`config.mk`:
```
export PLATFORM = sky130hd
export DESIGN_NAME = nvclk_host
export DESIGN_NICKNAME = d
export VERILOG_FILES = /design/src/nvclk_pkg.sv /design/src/nvclk_host.sv
export VERILOG_INCLUDE_DIRS = /design/src
export SDC_FILE = /design/constraint.sdc
export NUM_CORES = 1
export LEC_CHECK = 0
export BUFFER_PORTS_ARGS = -buffer_cell sky130_fd_sc_hd__buf_2
export CELL_PAD_IN_SITES_DETAIL_PLACEMENT = 1
export CELL_PAD_IN_SITES_GLOBAL_PLACEMENT = 1
export CORE_MARGIN = 4
export CORE_UTILIZATION = 35
export CTS_CLUSTER_SIZE = 30
export DETAILED_ROUTE_END_ITERATION = 10
export GPL_TIMING_DRIVEN = 0
export PLACE_DENSITY_LB_ADDON = 0.1
export SLEW_MARGIN = 20
export SYNTH_ARGS = -nofsm -noshare
export SYNTH_HDL_FRONTEND = slang
export SYNTH_SLANG_ARGS = --single-unit
export TNS_END_PERCENT = 20
```
`constraint.sdc`:
```
create_clock -name MCLK -period 6.95 [get_ports MCLK]
set_input_delay 1.0425 -clock MCLK [delete_from_list [all_inputs] [get_ports MCLK]]
set_output_delay 1.0425 -clock MCLK [all_outputs]
set_load 0.005 [all_outputs]
```
`src/nvclk_params.svh`:
```
`ifndef NVCLK_PARAMS_SVH
`define NVCLK_PARAMS_SVH
// address, data and sequence sizes
`define ADDR_W          21
`define DATA_W          8
`define SEQ_BITS        64
`define UNLOCK_LIMIT    21'h7ffff
// bit positions inside the hours register
`define HOURS_MODE_BIT  7
`define HOURS_PM_BIT    5
// bit position of the oscillator stop flag in the day register
`define DAY_OSC_BIT     5
// strobe timing in ns, counted at a 10 ns clock
`define CLK_NS          10
`define ACCESS_NS       100
`define STROBE_NS       70
`define RECOVERY_NS     10
`define ACCESS_CYC      ((`ACCESS_NS + `CLK_NS - 1) / `CLK_NS)
`define STROBE_CYC      ((`STROBE_NS + `CLK_NS - 1) / `CLK_NS)
`define RECOVERY_CYC    ((`RECOVERY_NS + `CLK_NS - 1) / `CLK_NS)
`endif

```
`src/nvclk_pkg.sv`:
```
package nvclk_pkg;
   // user request carried into the controller
   typedef struct packed {
      logic [1:0]  op;
      logic [20:0] addr;
      logic [7:0]  data;
   } req_s;
   // operation codes
   typedef enum logic [1:0] {
      OP_READ  = 2'h0,
      OP_WRITE = 2'h1,
      OP_CLKRD = 2'h2,
      OP_CLKWR = 2'h3
   } op_e;
   // strobe sequencer states, one-hot
   typedef enum logic [5:0] {
      S_IDLE  = 6'h01,
      S_SETUP = 6'h02,
      S_PULSE = 6'h04,
      S_HOLD  = 6'h08,
      S_RECOV = 6'h10,
      S_DONE  = 6'h20
   } state_e;
endpackage

```
`src/nvclk_host.sv`:
```
`timescale 1ns/10ps
`include "nvclk_params.svh"
// Function
// - each access addresses one byte with a 21-bit address.
// - address held through write; strobe high for recovery before next.
// - output gate kept high during every write cycle.
// - unlock is 64 writes carrying a pattern on data bit 0.
// - unlock sequence opens with a read resetting the pointer.
// - unlock writes use one scratch address below 80000h.
// - clock registers move one bit per access on data bit 0, 64 accesses in all.
module nvclk_host
   import nvclk_pkg::*;
#(
   parameter logic [63:0] UNLOCK_PATTERN = 64'h0123456789abcdef,
   parameter logic [20:0] SCRATCH_ADDR   = 21'h00000,
   parameter int          ACCESS_CYC     = `ACCESS_CYC,
   parameter int          STROBE_CYC     = `STROBE_CYC,
   parameter int          RECOVERY_CYC   = `RECOVERY_CYC
)(
   input  wire logic        MCLK,      // system clock, 100 MHz
   input  wire logic        RST,       // async reset, active high
   input  wire logic        REQ_VALID, // request strobe
   output logic             REQ_READY, // controller idle
   input  wire req_s        REQ,       // operation, address, data
   input  wire logic [63:0] CLK_WDATA, // clock image to write
   output logic             DONE,      // one-cycle completion pulse
   output logic [7:0]       RDATA,     // byte read from memory
   output logic [63:0]      CLK_RDATA, // clock image read back
   output logic             POWER_OK,  // synchronised supply good
   input  wire logic        PWR_GOOD,  // supply above power_fail_threshold
   output logic [20:0]      ADDR,      // address_lines
   output logic             CE_N,      // chip select, active low
   output logic             OE_N,      // output gate, active low
   output logic             WE_N,      // write strobe, active low
   input  wire logic [7:0]  DQ_I,      // data bus in
   output logic [7:0]       DQ_O,      // data bus out
   output logic             DQ_OE      // high while driving data bus
);
   state_e      state, next_state;
   logic [7:0]  cnt, next_cnt;
   logic [7:0]  seq, next_seq;   // cycle index in clock access
   logic        is_wr, next_is_wr;
   logic        clk_op, next_clk_op;
   logic [20:0] addr_q, next_addr;
   logic [7:0]  data_q, next_data;
   logic [7:0]  rdata_q, next_rdata;
   logic [63:0] wimg, next_wimg;
   logic [63:0] rimg, next_rimg;
   logic [2:0]  pf_sync;
   logic        power_ok, next_power_ok;
   logic        is_wr_req, next_is_wr_req; // direction of transfer phase

   // index in clock sequence: 0 read, 1..64 pattern, 65..128 transfer
   function automatic logic seq_bit(input logic [7:0] s,
                                    input logic [63:0] w);
      logic [7:0] i;
      i = 8'h00;
      if (s <= 8'h40) begin
         i = s - 8'h01;
         seq_bit = UNLOCK_PATTERN[i[5:0]];
      end else begin
         i = s - 8'h41;
         seq_bit = w[i[5:0]];
      end
   endfunction

   // power-good pin synchroniser, three stages
   always_ff @(posedge MCLK or posedge RST) begin
      if (RST) begin
         pf_sync  <= 3'h0;
         power_ok <= 1'b0;
      end else begin
         pf_sync  <= {pf_sync[1:0], PWR_GOOD};
         power_ok <= next_power_ok;
      end
   end

   // supply state changes only once the last two stages agree
   always_comb begin
      next_power_ok = power_ok;
      if (pf_sync[2] == pf_sync[1]) begin
         next_power_ok = pf_sync[2];
      end
   end
   assign POWER_OK = power_ok;

   // next-state logic of the strobe sequencer
   always_comb begin
      next_state  = state;
      next_cnt    = cnt;
      next_seq    = seq;
      next_is_wr  = is_wr;
      next_clk_op = clk_op;
      next_addr   = addr_q;
      next_data   = data_q;
      next_rdata  = rdata_q;
      next_wimg   = wimg;
      next_rimg   = rimg;
      unique case (state)
         S_IDLE: begin
            if (REQ_VALID && POWER_OK) begin
               next_clk_op = REQ.op[1];
               next_addr   = REQ.addr;
               next_data   = REQ.data;
               next_is_wr  = REQ.op[0];
               next_wimg   = CLK_WDATA;
               next_seq    = 8'h00;
               next_cnt    = 8'h00;
               // clock ops open with a read at the scratch location
               if (REQ.op[1]) begin
                  next_addr  = SCRATCH_ADDR;
                  next_is_wr = 1'b0;
               end
               next_state = S_SETUP;
            end
         end
         S_SETUP: begin
            next_state = S_PULSE;
         end
         S_PULSE: begin
            next_cnt = cnt + 8'h01;
            if (cnt == 8'((is_wr ? STROBE_CYC : ACCESS_CYC) - 1)) begin
               next_cnt = 8'h00;
               // read data is taken on the last cycle of the pulse
               if (!is_wr) begin
                  next_rdata = DQ_I;
                  if (clk_op && seq > 8'h40) begin
                     next_rimg[6'(seq - 8'h41)] = DQ_I[0];
                  end
               end
               next_state = S_HOLD;
            end
         end
         S_HOLD: begin
            next_state = S_RECOV;
         end
         S_RECOV: begin
            next_cnt = cnt + 8'h01;
            if (cnt >= 8'(RECOVERY_CYC - 1)) begin
               next_cnt = 8'h00;
               if (clk_op && seq != 8'h80 && POWER_OK) begin
                  next_seq = seq + 8'h01;
                  // pattern phase writes; transfer follows op direction
                  next_is_wr = (seq < 8'h40) ? 1'b1 : clk_op & is_wr_req;
                  next_data  = {7'h00, seq_bit(seq + 8'h01, wimg)};
                  next_state = S_SETUP;
               end else begin
                  next_state = S_DONE;
               end
            end
         end
         S_DONE: begin
            next_state = S_IDLE;
         end
      endcase
   end

   // remember whether the clock op asked to read or to write
   always_comb begin
      next_is_wr_req = is_wr_req;
      if (state == S_IDLE && REQ_VALID && POWER_OK) begin
         next_is_wr_req = REQ.op[0];
      end
   end

   // state registers
   always_ff @(posedge MCLK or posedge RST) begin
      if (RST) begin
         state     <= S_IDLE;
         cnt       <= 8'h00;
         seq       <= 8'h00;
         is_wr     <= 1'b0;
         is_wr_req <= 1'b0;
         clk_op    <= 1'b0;
         addr_q    <= 21'h00000;
         data_q    <= 8'h00;
         rdata_q   <= 8'h00;
         wimg      <= 64'h0;
         rimg      <= 64'h0;
      end else begin
         state     <= next_state;
         cnt       <= next_cnt;
         seq       <= next_seq;
         is_wr     <= next_is_wr;
         is_wr_req <= next_is_wr_req;
         clk_op    <= next_clk_op;
         addr_q    <= next_addr;
         data_q    <= next_data;
         rdata_q   <= next_rdata;
         wimg      <= next_wimg;
         rimg      <= next_rimg;
      end
   end

   // pin drive; address stable from setup through hold
   assign ADDR      = addr_q;
   assign CE_N      = !(state == S_PULSE);
   assign WE_N      = !(state == S_PULSE && is_wr);
   assign OE_N      = !(state == S_PULSE && !is_wr);
   assign DQ_O      = data_q;
   assign DQ_OE     = is_wr && (state == S_SETUP || state == S_PULSE
                                || state == S_HOLD);
   assign REQ_READY = (state == S_IDLE);
   assign DONE      = (state == S_DONE);
   assign RDATA     = rdata_q;
   assign CLK_RDATA = rimg;
endmodule

```
### Word level (Yosys, flattened, before mapping)

Memories as Yosys holds them, arrays and structs flattened.
Index checks and enable logic that the tools add are counted.

* register bits after elaboration: 194
* bits in latches: 0
* memory bits (writable): 0
* memory bits (read-only): 64
* input port bits: 107
* output and inout bits: 108
* logic and storage cells: 98
* memories kept: 1

Memories
* (no name shown): words 64, width 1, read ports 1, clocked after memory_dff 0, write ports 0, line nvclk_host.sv:60 `seq_bit = UNLOCK_PATTERN[i[5:0]];`

* add/subtract/negate cells: 6
* $mul: 0
* divide/modulo/power cells: 0
* $lt $le $gt $ge: 8
* equality and inequality tests: 13
* shift operators: 0
* mux-type cells: 31
* bitwise gates (word level): 2
* reductions and logical operators: 24

Operators with widths (number)
* 64-bit bitwise mux: 1
* 8-bit 2-to-1 mux: 8
* 6-bit one-hot mux with 6 select lines: 1
* 8-bit one-hot mux with 2 select lines: 2
* 6-bit 2-to-1 mux: 4
* 8-bit one-hot mux with 3 select lines: 1
* 6-bit by 7-bit < comparator with 1-bit output, second input constant: 3
* 21-bit 2-to-1 mux: 1
* 6-bit by 1-bit subtractor with 6-bit output, second input constant: 3
* 8-bit by 1-bit adder with 8-bit output, second input constant: 2
* 1-bit logical AND: 10
* 1-bit 2-to-1 mux: 9
* 8-bit equality test: 1
* 8-bit by 1-bit greater-or-equal comparator with 1-bit output, second input constant: 1
* 8-bit by 7-bit > comparator with 1-bit output, second input constant: 1
* 8-bit by 7-bit <= comparator with 1-bit output, second input constant: 1
* 8-bit by 7-bit < comparator with 1-bit output, second input constant: 1
* 8-bit inequality test, second input constant: 1
* 4-bit AND reduction: 2
* 1-bit binary-select mux with 6-bit select: 1
* 1-bit demux with 6-bit select: 1
* 6-bit by 1-bit equality test with 1-bit output, second input constant: 1
* 6-bit by 2-bit equality test with 1-bit output, second input constant: 1
* 6-bit by 3-bit equality test with 1-bit output, second input constant: 1
* other kinds (18): 26

### Depth between registers and ports, before layout

* depth in word-level cells: 8
* depth in mapped cells: 13
* depth with buffers taken out: 10

### Worst setup path before layout

Ideal clock, no wire load.

* kind: reg2reg
* start: register seq[1]
* end: register data_q[0], in the netlist DQ_O[0]
* library setup time: 0.134 ns
* data arrival time: 2.762 ns
* data required time: 6.816 ns
* slack: 4.054 ns
* cell stages (with the launch flop): 14
* buffers on the path: 3
* clock period less this slack: 2.896 ns
* path through: dfrtp_1 -> buf_2 -> inv_1 -> ha_1 -> buf_2 -> or3_1 -> o31ai_1 -> o21ai_1 -> xor2_1 -> buf_2 -> a21oi_1 -> or2_1 -> a221oi_1 -> a31oi_1

* longest elaborated chain between the ends: 8
* elaborated cells on any way between the ends: 17
* those cells by class: add/sub: 3; order compare: 1; eq/ne: 2; mux: 7; reduce/logical: 3; memory: 1

Ends and longest elaborated chain
* start: declaration: line nvclk_host.sv:41 `logic [7:0] seq, next_seq;`
* start signal: assignment: line nvclk_host.sv:183 `seq <= next_seq;`
* 8-bit by 1-bit adder with 8-bit output: line nvclk_host.sv:145 `next_data = {7'h00, seq_bit(seq + 8'h01, wimg)};`
* 6-bit by 1-bit subtractor with 6-bit output: line nvclk_host.sv:59, nvclk_host.sv:62
* memory 64 x 1 bit / 1-bit binary-select mux with 6-bit select (equally long branches)
* 1-bit 2-to-1 mux, on equally long branches: line nvclk_host.sv:60, nvclk_host.sv:63
* 1-bit 2-to-1 mux: line nvclk_host.sv:58 `if (s <= 8'h40) begin`
* 8-bit 2-to-1 mux: line nvclk_host.sv:141 `if (clk_op && seq != 8'h80 && POWER_OK) begin`
* 8-bit 2-to-1 mux: line nvclk_host.sv:139 `if (cnt >= 8'(RECOVERY_CYC - 1)) begin`
* 8-bit one-hot mux with 2 select lines: line nvclk_host.sv:99 `unique case (state)`
* end signal: assignment: line nvclk_host.sv:188 `data_q <= next_data;`
* end: declaration: line nvclk_host.sv:45 `logic [7:0] data_q, next_data;`

Several ways; a longest one is shown, not always the timed one. The select of a mux whose other input is x is not followed.
A chain may end at the register's enable or synchronous reset.

### Worst setup path in the final report

Ends and elaborated chain as after synthesis.

==> qor.tcl <==
set qor(post_synth_mux_area_share) 0.140
set qor(max_slew.worst_pin.slew_ns) 0.816
set qor(die_width_um) 171
set qor(synthesis.nets) 1064
set qor(placeableCoreArea_um2) 26100
set qor(ctsResizeCount) 0
set qor(syn_to_final_growth_pct) 23.1
set qor(seq_area_frac_synth) 0.523
set qor(number_of_warnings_issued_by_yosys) 0
set qor(max-vdd-ir-drop_uv) 101
set qor(post_dp_cell_area_um2) 10800
set qor(clock_insertion_delay_worst_skew_ns) 0.44
set qor(combinational_family_with_the_most_area_after_synthesis) {simple AND/OR/NAND/NOR gates}
set qor(ys_async_sr_fraction) 1.00
set qor(final-hold-violation-count) 0
set qor(grt_pass1_wl_um) 43800
set qor(final_design_utilization) 0.439
set qor(synthesis.area_per_instance_um2) 9.79
set qor(nNetsFinal) 1298
set qor(share_of_yosys_cell_area_claimed_by_the_top_area_cell_type) 0.520
set qor(power-per-cell-area_nw_per_um2) 192
set qor(avgRoutedWirePerCell_um) 17.3
set qor(grt_pass1_vias) 8124
set qor(grt_start_max_net_pins) 86
set qor(design.die.area_um2) 29200
set qor(r2r_cells) 11
set qor(post-cts-setup-buffer-count) 0
set qor(final_critical_path_required_period_ns) 3.65
set qor(setup_viol) 0
set qor(post_synth_and_or_nand_nor_area_fraction) 0.222
set qor(wirelength_um) 26600
set qor(final_critical_path_setup_slack_ns) 3.30
set qor(multiInputGateArea_um2) 4150
set qor(first_drt_iteration_drcs) 386
set qor(dpl_worst_slack_ns) 3.28
set qor(drv_slew) 0
set qor(clk_pin_slew_worst_paths_ns) 0.08
set qor(timing.rr.start) {seq[1]}
set qor(finish.cell_count_without_fillers) 1533
set qor(final_layout_size_suffix_gt1_frac) 0.268
set qor(synth_seq_cells) 194
set qor(min_to) {pf_sync[1]}
set qor(rsz0062_at_grt) {false}
set qor(remaining_drc_errors) 0
set qor(cts_max_path_buffers) 2
set qor(htree_levels) 4
set qor(grt_antenna_before_repair) 6
set qor(holdCritStartpoint) {pf_sync[0]}
set qor(gp_weighted_congestion) 0.770
set qor(cts_hold_buffers) 0
set qor(post_synth_most_frequent_cells) {sky130_fd_sc_hd__nand2_1 (291), sky130_fd_sc_hd__dfrtp_1 (193), sky130_fd_sc_hd__nor2_1 (88)}
set qor(synth.cell_area_um2) 9290
set qor(data_required_time_at_the_worst_endpoint_ns) 7.26
set qor(synth_xor_xnor_area_share) 0.0149
set qor(tritoncts.num_buffers) 17
set qor(dpl.cell_count) 1499
set qor(synth_flop_cell) {sky130_fd_sc_hd__dfrtp_1}
set qor(fin_skew_ns) 0.0201
set qor(dp_hpwl_um) 19600
set qor(port-buffer-count) 213
set qor(setup.worst_path.end_class) {flip-flop}
set qor(synth_compound_area_frac) 0.0571
set qor(crit_fanout) 10
set qor(worst_hold_slack_ns) 0.351
set qor(outcome) {complete, no violations}
set qor(start_kind) {flip-flop}
set qor(root_buffer) {sky130_fd_sc_hd__clkbuf_16}
set qor(leakage_nw) 6.13
set qor(finalCritPeriodShare) 0.526
set qor(drt_pre_antenna_iters) 4
set qor(track_usage) 0.188
set qor(synthTopCellsByArea) {sky130_fd_sc_hd__dfrtp_1 (52%), sky130_fd_sc_hd__nand2_1 (12%), sky130_fd_sc_hd__mux2_1 (7.8%)}
set qor(i_o_pins) 215
set qor(std_cell_rows) 59
set qor(drv_cap) 0
set qor(layout.cell_area.non_filler_um2) 11400
set qor(die_height_um) 171
set qor(detail_route.vias_per_cell) 4.93
set qor(synthMostInstantiatedCell) {sky130_fd_sc_hd__nand2_1}
set qor(worstPathArrival_ns) 3.96
set qor(cts.sink_count) 194
set qor(synth_edf_count) 0
set qor(syn-instance-count) 949
set qor(netlist-cell-type-count) 66
set qor(r2r_path_end) {DQ_O[0]}
set qor(ant_nets) 0
set qor(layout.area.seq_um2) 4860
set qor(max_slew_margin) 0.456
set qor(initial_core_util) 0.357
set qor(cts_tree) {yes}
set qor(vias) 7565
set qor(synth_largest_area_cell) {sky130_fd_sc_hd__dfrtp_1}
set qor(reg2reg_slack_ns) 3.30
set qor(fillerInstances) 3070
set qor(worstHoldPathType) {reg2reg}
set qor(synth-adder-area-share) 0.0119
set qor(grt_overflow_total) 0
set qor(max_clock_freq_ghz) 0.274
set qor(category_of_the_most_critical_setup_path) {reg2reg}
set qor(hold_path_cells) 0
## cell families after synthesis
| kind of cell | after synthesis |
|---|---|
| buf+inv | 69 |
| mux | 100 |
| simple gates | 477 |
| xor+xnor | 15 |
| compound gates | 85 |
| fa+ha+maj | 9 |
| flops | 194 |
## area by class of cell
class | count | share of cell area
clock buffers | 19 | 0.0396
clock inverters | 13 | 0.0119
flip-flops and latches | 194 | 0.425
multi-input cells | 686 | 0.363
repair buffers | 215 | 0.0981
inverters | 11 | 0.00427
diodes | 2 | 0.000438
plain buffers | 58 | 0.0217
well taps | 335 | 0.0367
## power by group
group          leakage (nW)  internal, W  total [W]  switching, W
sequential             2.68      0.00113    0.00113    0.00000133
combinational          3.16    0.0000272  0.0000683     0.0000411
clock                 0.284     0.000499   0.000992      0.000493
total                  6.13      0.00166    0.00219      0.000536
## metrics by stage
stage	power, W	TNS [ns]
4_1_cts	0.00223	0
3_5_place_dp	0.00122	0
3_3_place_gp	0.00122	-398.38
6_report	0.00219	0
5_1_grt	0.00229	0
2_1_floorplan	0.00118	0
## routing by layer
metal	global-route usage	wire length [µm]	part of all wire
met3	0.0483	1670	0.063
met5	0	43	0.0016
met2	0.321	13100	0.49
met4	0.0362	213	0.0080
met1	0.246	11600	0.43
## worst max-delay path: stages (launching register included)
cell                      delay, ns
sky130_fd_sc_hd__dfrtp_1       0.50
sky130_fd_sc_hd__buf_2         0.29
sky130_fd_sc_hd__inv_1         0.17
sky130_fd_sc_hd__ha_1          0.30
sky130_fd_sc_hd__buf_2         0.21
sky130_fd_sc_hd__buf_2         0.35
sky130_fd_sc_hd__buf_2         0.45
sky130_fd_sc_hd__mux4_2        0.59
sky130_fd_sc_hd__mux2i_1       0.17
sky130_fd_sc_hd__mux2i_1       0.12
sky130_fd_sc_hd__a22oi_1       0.25
sky130_fd_sc_hd__a31oi_1       0.11
## flip-flops by register name, indices dropped and copies added, names as in the netlist
register and flops:
POWER_OK 1, DQ_O 8, pf_sync 3, RDATA 8
is_wr_req 1, cnt 8, CLK_RDATA 64, seq 8
state 6, is_wr 1, ADDR 21, clk_op 1
wimg 64
## cell usage in the layout (no fill, tap or decap), drive strengths merged, types with 3 or more instances in the layout
master / n
and2: 4
inv: 18
nand2b: 11
o21ai: 35
ha: 8
clkbuf: 52
a21o: 4
xnor2: 8
nand2: 299
clkinv: 4
o31ai: 8
nand4b: 3
a31oi: 4
nand3: 33
and3: 5
a21oi: 15
xor2: 7
and4b: 3
nor3: 7
nand4: 3
mux2: 73
dfrtp: 193
mux2i: 10
mux4: 17
a22oi: 3
buf: 240
nor2: 92
or2: 5
## how the worst max path moves through the flow
stage,from,cells after the start,end,slack (ns)
3_3_place_gp,RST,2,CLK_RDATA[54],-2.09
4_1_cts,seq[1],11,DQ_O[0],3.26
2_1_floorplan,RST,1,ADDR[0],0.63
5_1_grt,seq[1],11,DQ_O[0],3.01
6_report,seq[1],11,DQ_O[0],3.30
3_5_place_dp,seq[1],11,DQ_O[0],3.28
Power figures use the tool's default switching activity.
